### src/design/artc_pkg.sv
// Overview of operation
// - One sixteen-bit auto-reload up-counter, two bytes
// - External pin sampled once per machine cycle
// - Source is machine-cycle tick or pin transition
// - counter_select one picks pin, zero picks internal
// - Counts only while run_control set, else holds
// - Each non-overflow tick adds one, low carries high
// - Overflow loads count from reload pair
// - Reload pair changes only by software write
// - Overflow sets overflow_flag
// - overflow_flag requests interrupt only when enabled
// - Control bit order gating down to ext1_type
// - Type bit picks edge or level; flags set
package artc_pkg;
  localparam int SFR_AW = 8;
  localparam int SFR_DW = 8;
  localparam int CNT_W = 16;

  // Special function register addresses
  localparam logic [SFR_AW-1:0] ADDR_TIMER_CONTROL = 8'h88;
  localparam logic [SFR_AW-1:0] ADDR_COUNT_LOW = 8'h8a;
  localparam logic [SFR_AW-1:0] ADDR_RELOAD_LOW = 8'h8b;
  localparam logic [SFR_AW-1:0] ADDR_COUNT_HIGH = 8'h8c;
  localparam logic [SFR_AW-1:0] ADDR_RELOAD_HIGH = 8'h8d;

  // timer_control field positions
  localparam int BIT_GATING = 7;
  localparam int BIT_COUNTER_SELECT = 6;
  localparam int BIT_OVERFLOW_FLAG = 5;
  localparam int BIT_RUN_CONTROL = 4;
  localparam int BIT_EXT0_FLAG = 3;
  localparam int BIT_EXT0_TYPE = 2;
  localparam int BIT_EXT1_FLAG = 1;
  localparam int BIT_EXT1_TYPE = 0;

  // Reset values, plus the all-ones count that overflows
  localparam logic [SFR_DW-1:0] TIMER_CONTROL_RST = 8'h00;
  localparam logic [CNT_W-1:0] COUNT_RST = 16'h0000;
  localparam logic [CNT_W-1:0] RELOAD_RST = 16'h0000;
  localparam logic [CNT_W-1:0] COUNT_ALL_ONES = 16'hffff;
  localparam logic PIN_IDLE = 1'b1;

  // Machine cycle timing in oscillator clocks
  localparam int MC_LEN = 12;
  localparam int PHASE_W = 4;
  localparam logic [PHASE_W-1:0] PHASE_RST = 4'h0;
  localparam logic [PHASE_W-1:0] SAMPLE_PHASE = 4'h6;
endpackage

### src/design/artc_timer.sv
`timescale 1ns/1ps
module artc_timer #(
  parameter int MC_CYCLES = artc_pkg::MC_LEN
) (
  input wire logic clk,
  input wire logic resetn,
  input wire logic [artc_pkg::SFR_AW-1:0] sfr_addr,
  input wire logic sfr_wr,
  input wire logic [artc_pkg::SFR_DW-1:0] sfr_wdata,
  input wire logic sfr_rd,
  output logic [artc_pkg::SFR_DW-1:0] sfr_rdata,
  input wire logic count_input,
  input wire logic ext_interrupt_pin0,
  input wire logic ext_interrupt_pin1,
  input wire logic timer_int_enable,
  input wire logic timer_int_ack,
  input wire logic ext0_int_ack,
  input wire logic ext1_int_ack,
  output logic timer_irq,
  output logic ext0_irq,
  output logic ext1_irq
);
  import artc_pkg::*;

  // A machine cycle too short to reach the sample phase would never see the pin
  if (MC_CYCLES <= int'(SAMPLE_PHASE) || MC_CYCLES > (1 << PHASE_W)) begin : gen_bad_mc
    $error("artc_timer: MC_CYCLES out of range");
  end

  localparam logic [PHASE_W-1:0] PHASE_LAST = PHASE_W'(MC_CYCLES - 1);

  // Pin levels after three-stage filtering
  logic [2:0] pin_level;
  logic cin_level, ext_interrupt_pin0_level, ext_interrupt_pin1_level;

  artc_pin_sync #(.W(3)) u_sync (
    .clk(clk),
    .resetn(resetn),
    .pin({ext_interrupt_pin1, ext_interrupt_pin0, count_input}),
    .level(pin_level)
  );

  assign cin_level = pin_level[0];
  assign ext_interrupt_pin0_level = pin_level[1];
  assign ext_interrupt_pin1_level = pin_level[2];

  // Machine cycle phase
  logic [PHASE_W-1:0] phase_reg, phase_next;
  logic mc_tick, sample_point;

  always_comb begin
    phase_next = (phase_reg == PHASE_LAST) ? PHASE_RST : phase_reg + 4'h1;
  end

  always_ff @(posedge clk or negedge resetn) begin
    if (!resetn) phase_reg <= PHASE_RST;
    else phase_reg <= phase_next;
  end

  assign mc_tick = (phase_reg == PHASE_LAST);
  assign sample_point = (phase_reg == SAMPLE_PHASE);

  // Count pin sampling; a falling transition between samples is one event
  logic cin_samp_reg, cin_samp_next;
  logic ext_edge;

  always_comb begin
    cin_samp_next = sample_point ? cin_level : cin_samp_reg;
  end

  always_ff @(posedge clk or negedge resetn) begin
    if (!resetn) cin_samp_reg <= PIN_IDLE;
    else cin_samp_reg <= cin_samp_next;
  end

  assign ext_edge = sample_point & cin_samp_reg & ~cin_level;

  // Register decode
  logic wr_ctl, wr_tl, wr_th, wr_rtl, wr_rth;
  assign wr_ctl = sfr_wr && (sfr_addr == ADDR_TIMER_CONTROL);
  assign wr_tl = sfr_wr && (sfr_addr == ADDR_COUNT_LOW);
  assign wr_th = sfr_wr && (sfr_addr == ADDR_COUNT_HIGH);
  assign wr_rtl = sfr_wr && (sfr_addr == ADDR_RELOAD_LOW);
  assign wr_rth = sfr_wr && (sfr_addr == ADDR_RELOAD_HIGH);

  // Control register and interrupt pin edge history
  logic [SFR_DW-1:0] ctl_reg, ctl_next;
  logic ext_interrupt_pin0_prev_reg, ext_interrupt_pin1_prev_reg;
  logic gating, counter_select, overflow_flag, run_control;
  logic ext0_flag, ext0_type, ext1_flag, ext1_type;

  // Field views of the control register
  assign gating = ctl_reg[BIT_GATING];
  assign counter_select = ctl_reg[BIT_COUNTER_SELECT];
  assign overflow_flag = ctl_reg[BIT_OVERFLOW_FLAG];
  assign run_control = ctl_reg[BIT_RUN_CONTROL];
  assign ext0_flag = ctl_reg[BIT_EXT0_FLAG];
  assign ext0_type = ctl_reg[BIT_EXT0_TYPE];
  assign ext1_flag = ctl_reg[BIT_EXT1_FLAG];
  assign ext1_type = ctl_reg[BIT_EXT1_TYPE];

  // Counter
  logic [CNT_W-1:0] count_reg, count_next;
  logic [CNT_W-1:0] reload_reg, reload_next;
  logic count_enable, tick, overflow;

  assign count_enable = run_control & (~gating | ext_interrupt_pin0_level);
  assign tick = count_enable & (counter_select ? ext_edge : mc_tick);
  assign overflow = tick & (count_reg == COUNT_ALL_ONES);

  // Edge mode: hardware set wins over ack or write; level mode follows pin
  function automatic logic ext_flag_calc(input logic typ, input logic flag, input logic lvl,
                                         input logic prev, input logic wr, input logic wbit,
                                         input logic ack);
    logic held;
    held = wr ? wbit : (flag & ~ack);
    ext_flag_calc = typ ? ((prev & ~lvl) | held) : ~lvl;
  endfunction

  always_comb begin
    ctl_next = ctl_reg;
    if (wr_ctl) ctl_next = sfr_wdata;
    // Overflow set beats both the vector ack and a software write
    ctl_next[BIT_OVERFLOW_FLAG] = overflow |
      (wr_ctl ? sfr_wdata[BIT_OVERFLOW_FLAG] : (overflow_flag & ~timer_int_ack));
    ctl_next[BIT_EXT0_FLAG] = ext_flag_calc(ctl_next[BIT_EXT0_TYPE], ext0_flag, ext_interrupt_pin0_level,
                                            ext_interrupt_pin0_prev_reg, wr_ctl, sfr_wdata[BIT_EXT0_FLAG],
                                            ext0_int_ack);
    ctl_next[BIT_EXT1_FLAG] = ext_flag_calc(ctl_next[BIT_EXT1_TYPE], ext1_flag, ext_interrupt_pin1_level,
                                            ext_interrupt_pin1_prev_reg, wr_ctl, sfr_wdata[BIT_EXT1_FLAG],
                                            ext1_int_ack);
  end

  always_ff @(posedge clk or negedge resetn) begin
    if (!resetn) begin
      ctl_reg <= TIMER_CONTROL_RST;
      ext_interrupt_pin0_prev_reg <= PIN_IDLE;
      ext_interrupt_pin1_prev_reg <= PIN_IDLE;
    end else begin
      ctl_reg <= ctl_next;
      ext_interrupt_pin0_prev_reg <= ext_interrupt_pin0_level;
      ext_interrupt_pin1_prev_reg <= ext_interrupt_pin1_level;
    end
  end

  // Software byte writes take priority over a tick in the same cycle
  always_comb begin
    count_next = count_reg;
    if (tick) begin
      if (overflow) count_next = reload_reg;
      else count_next = count_reg + 16'h0001;
    end
    if (wr_tl) count_next[7:0] = sfr_wdata;
    if (wr_th) count_next[15:8] = sfr_wdata;
  end

  // Only software reaches the reload pair
  always_comb begin
    reload_next = reload_reg;
    if (wr_rtl) reload_next[7:0] = sfr_wdata;
    if (wr_rth) reload_next[15:8] = sfr_wdata;
  end

  always_ff @(posedge clk or negedge resetn) begin
    if (!resetn) begin
      count_reg <= COUNT_RST;
      reload_reg <= RELOAD_RST;
    end else begin
      count_reg <= count_next;
      reload_reg <= reload_next;
    end
  end

  // Read data, registered; holds until the next read
  logic [SFR_DW-1:0] rdata_reg, rdata_next;

  always_comb begin
    rdata_next = rdata_reg;
    if (sfr_rd) begin
      unique case (sfr_addr)
        ADDR_TIMER_CONTROL: rdata_next = ctl_reg;
        ADDR_COUNT_LOW: rdata_next = count_reg[7:0];
        ADDR_COUNT_HIGH: rdata_next = count_reg[15:8];
        ADDR_RELOAD_LOW: rdata_next = reload_reg[7:0];
        ADDR_RELOAD_HIGH: rdata_next = reload_reg[15:8];
        default: rdata_next = 8'h00;
      endcase
    end
  end

  always_ff @(posedge clk or negedge resetn) begin
    if (!resetn) rdata_reg <= 8'h00;
    else rdata_reg <= rdata_next;
  end

  // Requests come from next flag values, so they rise on the same edge as the flag
  logic timer_irq_reg, timer_irq_next;
  logic ext0_irq_reg, ext0_irq_next, ext1_irq_reg, ext1_irq_next;

  always_comb begin
    timer_irq_next = ctl_next[BIT_OVERFLOW_FLAG] & timer_int_enable;
    ext0_irq_next = ctl_next[BIT_EXT0_FLAG];
    ext1_irq_next = ctl_next[BIT_EXT1_FLAG];
  end

  always_ff @(posedge clk or negedge resetn) begin
    if (!resetn) begin
      timer_irq_reg <= 1'b0;
      ext0_irq_reg <= 1'b0;
      ext1_irq_reg <= 1'b0;
    end else begin
      timer_irq_reg <= timer_irq_next;
      ext0_irq_reg <= ext0_irq_next;
      ext1_irq_reg <= ext1_irq_next;
    end
  end

  assign sfr_rdata = rdata_reg;
  assign timer_irq = timer_irq_reg;
  assign ext0_irq = ext0_irq_reg;
  assign ext1_irq = ext1_irq_reg;

  logic count_wr;
  assign count_wr = wr_tl | wr_th;

  // Edge history as the flag logic sees it
  logic edge0_seen, edge1_seen;
  assign edge0_seen = ext_interrupt_pin0_prev_reg & ~ext_interrupt_pin0_level;
  assign edge1_seen = ext_interrupt_pin1_prev_reg & ~ext_interrupt_pin1_level;
endmodule

### src/design/artc_pin_sync.sv
`timescale 1ns/1ps
module artc_pin_sync #(
  parameter int W = 3
) (
  input wire logic clk,
  input wire logic resetn,
  input wire logic [W-1:0] pin,
  output logic [W-1:0] level
);
  import artc_pkg::*;

  logic [W-1:0] s1_reg, s2_reg, s3_reg, level_reg;
  logic [W-1:0] level_next;

  if (W < 1) begin : gen_bad_w
    $error("artc_pin_sync: W must be at least 1");
  end

  // A change is taken only once the second and third stages agree
  always_comb begin
    level_next = level_reg;
    for (int i = 0; i < W; i++) begin
      if (s2_reg[i] == s3_reg[i]) level_next[i] = s3_reg[i];
    end
  end

  always_ff @(posedge clk or negedge resetn) begin
    if (!resetn) begin
      s1_reg <= {W{PIN_IDLE}};
      s2_reg <= {W{PIN_IDLE}};
      s3_reg <= {W{PIN_IDLE}};
      level_reg <= {W{PIN_IDLE}};
    end else begin
      s1_reg <= pin;
      s2_reg <= s1_reg;
      s3_reg <= s2_reg;
      level_reg <= level_next;
    end
  end

  assign level = level_reg;
endmodule

### config.mk
export PLATFORM = sky130hd
export DESIGN_NAME = artc_timer
export DESIGN_NICKNAME = d
export VERILOG_FILES = /design/src/design/artc_pkg.sv /design/src/design/artc_timer.sv /design/src/design/artc_pin_sync.sv
export SDC_FILE = /design/constraint.sdc
export NUM_CORES = 1
export LEC_CHECK = 0
export ABC_AREA = 1
export BUFFER_PORTS_ARGS = -buffer_cell sky130_fd_sc_hd__buf_4
export CAP_MARGIN = 20
export CORE_MARGIN = 2
export CORE_UTILIZATION = 40
export DETAILED_ROUTE_END_ITERATION = 12
export SETUP_SLACK_MARGIN = 0.02
export SYNTH_ARGS = -nofsm -noshare
export SYNTH_HDL_FRONTEND = slang
export SYNTH_SLANG_ARGS = --single-unit
### constraint.sdc
create_clock -name clk -period 2.3 [get_ports clk]
set_input_delay 0.69 -clock clk [delete_from_list [all_inputs] [get_ports clk]]
set_output_delay 0.69 -clock clk [all_outputs]
set_load 0.05 [all_outputs]
==> run metrics <==
Commonest cells post-synth=nand2_1 (138), inv_1 (68), nor2_1 (61); largest area contributor in the netlist=dfrtp_1; CTS resizes=0; CTS sink cnt=68; Required @ worst endpoint=2.55 ns; Clock power frac=0.381; share of cells above drive strength 1=0.185; highest routed layer=met4; Syn Nets=550; synthesis-to-layout area growth=15.8%; sequential fraction of the synthesis area=0.440; Combinational Power Share=0.127; status=completed; max-cap viol count=0; post-CTS setup repair buffer count=0; minimum clock period=1.99 ns; Starting Density=0.406; vias in the first global route=3435; Yosys cell types=35; ranking of synthesized cells by area=dfrtp_1 (34%), nand2_1 (13%), dfstp_2 (10%); most used flip-flop cell after synthesis=dfrtp_1; final design utilization=0.470; Synth Register Bits=68; number of buffers added on ports=37; maximum VDD drop=0.460 mV; WHS=0.242 ns; worst-margin pin slew=0.407 ns; crit path launch type=register; first-pass GRT wire length=17800 um; reg2reg end=count_reg[3]; Power Internal=1.94 mW; Syn. warnings=0; period utilization=0.865; Worst Skew=0.0104 ns; Worst Setup SP=count_reg[1]; largest net degree at the start of global routing=41; final hold vios=0; Reg2Reg Launch Point=count_reg[1]; flop-to-flop setup slack=0.31 ns; Post-Synthesis Cells=520; DR pass1 iterations=5; PD cells=616 nW/um2; FMAX=0.503 GHz; share of the synthesized area in the top cell type=0.339; critical path class=register to register; drt total wl=11100 um; Placer Congestion=0.954; Slew Viols, Final=0; Post-Syn Area=3910 um2; deepest clock path buffer count=2; Via Count=3509; Die ar.=10600 um2; Static Leak=2.22 nW; CTS hold repair buffers=0; per-cell routed wire length=15.8 um; number of diodes=0; # setup viols final=0; root buf cell=clkbuf_8; Psw=852 uW; CP max-delay cell=dfrtp_1; Final #Nets=592; DR iter-0 viols=205; RSZ-0062 raised after global routing=false; sequential share of power=0.492; Core Rows=36; number of synthesized flops with an enable pin=0; max incr delay on CP=0.51 ns; wire length on met3=608 um; max_slew headroom=0.728; GRT Total Usage=0.227; Num CTS Buffers=9; antenna viol nets, final=0; met2 WL=5340 um; # DRC=0; Worst path most repeated cell=nand2_1; total grt overflow=0; IO Pins=38; Tot Pwr=2.79 mW; DRT met1 WL=4840 um; detailed-placement wirelength estimate=8500 um; later-pin clock latency in the skew report=0.36 ns; H-Tree Depth=3; ys async rst share=1.00; CTS tree=built; DP Cell Count=684; Layout Cells excl Fill=700; Worst Hold Class=primary input to async pin; Die Wd=103 um; Critical Path AT=2.24 ns; Worst R2R Path Depth=10; clk slew on worst S/H paths=0.08 ns; most common cell in the netlist=nand2_1; core area=9640 um2; Fin Setup TNS=0 ns; crit path cell chain=ha_1 > nand2_1 > inv_1 > nand2_1 > nor2_2 > nand3_2 > nor2_1 > nor2_1 > nand2_1 > nand2_1; critical path endpoint=count_reg[3]; synthesized area per cell=7.52 um2; Die Y=103 um; crit path max fanout=15; initial antenna violation count=0; Switching Fraction=0.305; CP Capture Type=register; DR vias/cell=5.01
[routing by layer]
metal | global-route usage | vias up
li1 | - | 1729
met1 | 0.297 | 1643
met2 | 0.380 | 109
met3 | 0.0366 | 28
met4 | 0.0840 | 0
met5 | 0 | -
[worst min path at each step]
stage | from | endpoint | slack, ns | cells past startpoint
floorplan | u_sync.s1_reg[0] | u_sync.s2_reg[0] | 0.35 | 0
global placement | u_sync.s1_reg[1] | u_sync.s2_reg[1] | 0.35 | 0
detailed placement | u_sync.s1_reg[2] | u_sync.s2_reg[2] | 0.35 | 0
CTS | resetn | phase_reg[1] | 0.24 | 1
global route | resetn | phase_reg[1] | 0.27 | 1
finish | resetn | phase_reg[1] | 0.24 | 1
[placed cells by master, fill, tap and decap left out, drive strengths merged]
cell / Yosys / routed
a21boi: 1 / 1
a21oi: 7 / 7
a31oi: 1 / 1
buf: 10 / 42
bufinv: 0 / 1
clkbuf: 1 / 9
clkinv: 0 / 2
clkinvlp: 0 / 1
dfrtp: 53 / 53
dfstp: 15 / 15
ha: 3 / 3
inv: 72 / 75
maj3: 3 / 3
nand2: 147 / 147
nand3: 53 / 53
nand3b: 1 / 1
nand4: 5 / 5
nor2: 71 / 71
nor3: 11 / 11
o21a: 12 / 12
o21ai: 44 / 44
o22ai: 1 / 1
xnor2: 2 / 2
xor2: 7 / 7
[worst max-delay path, delay by kind of cell (launching register included)]
family	cells	cell delay, ns
buf+inv	1	0.07
fa+ha+maj	1	0.29
simple gates	8	1.01
flops	1	0.51
[power groups by stage]
stage	Combinational, mW	Clock, mW	Sequential, mW
after CTS	0.359	1.08	1.37
after global placement	0.350	0	1.39
after floorplan	0.168	0	1.41
final	0.355	1.06	1.37
after detailed placement	0.356	0	1.39
after global routing	0.396	1.14	1.38
[through the flow]
step,worst slack [ns],area (um2)
after floorplan,0.588,3910
after global placement,0.172,4320
after detailed placement,0.142,4320
after CTS,0.336,4530
after global routing,0.106,4530
final,0.311,4530
[final cells by class]
type | count | area, um2
Fill cell | 1022 | 5110
Clock buffer | 9 | 124
Inverter | 72 | 270
Tap cell | 133 | 166
Multi-Input combinational cell | 369 | 1840
Clock inverter | 7 | 83.8
Sequential cell | 68 | 1720
Timing Repair Buffer | 42 | 328
[cell families (layout without fill, tap and decap cells)]
logic type                 after synthesis  count (layout)  share of synthesized area
xor gates and xnor gates                 9               9                     0.0202
AOI/OAI and AO/OA                       66              66                     0.0954
buffers and inverters                   83             130                     0.0903
DFF                                     68              68                      0.440
and+or+nand+nor                        288             288                      0.337
adders and majority gates                6               6                     0.0173
Power figures use the tool's default switching activity.
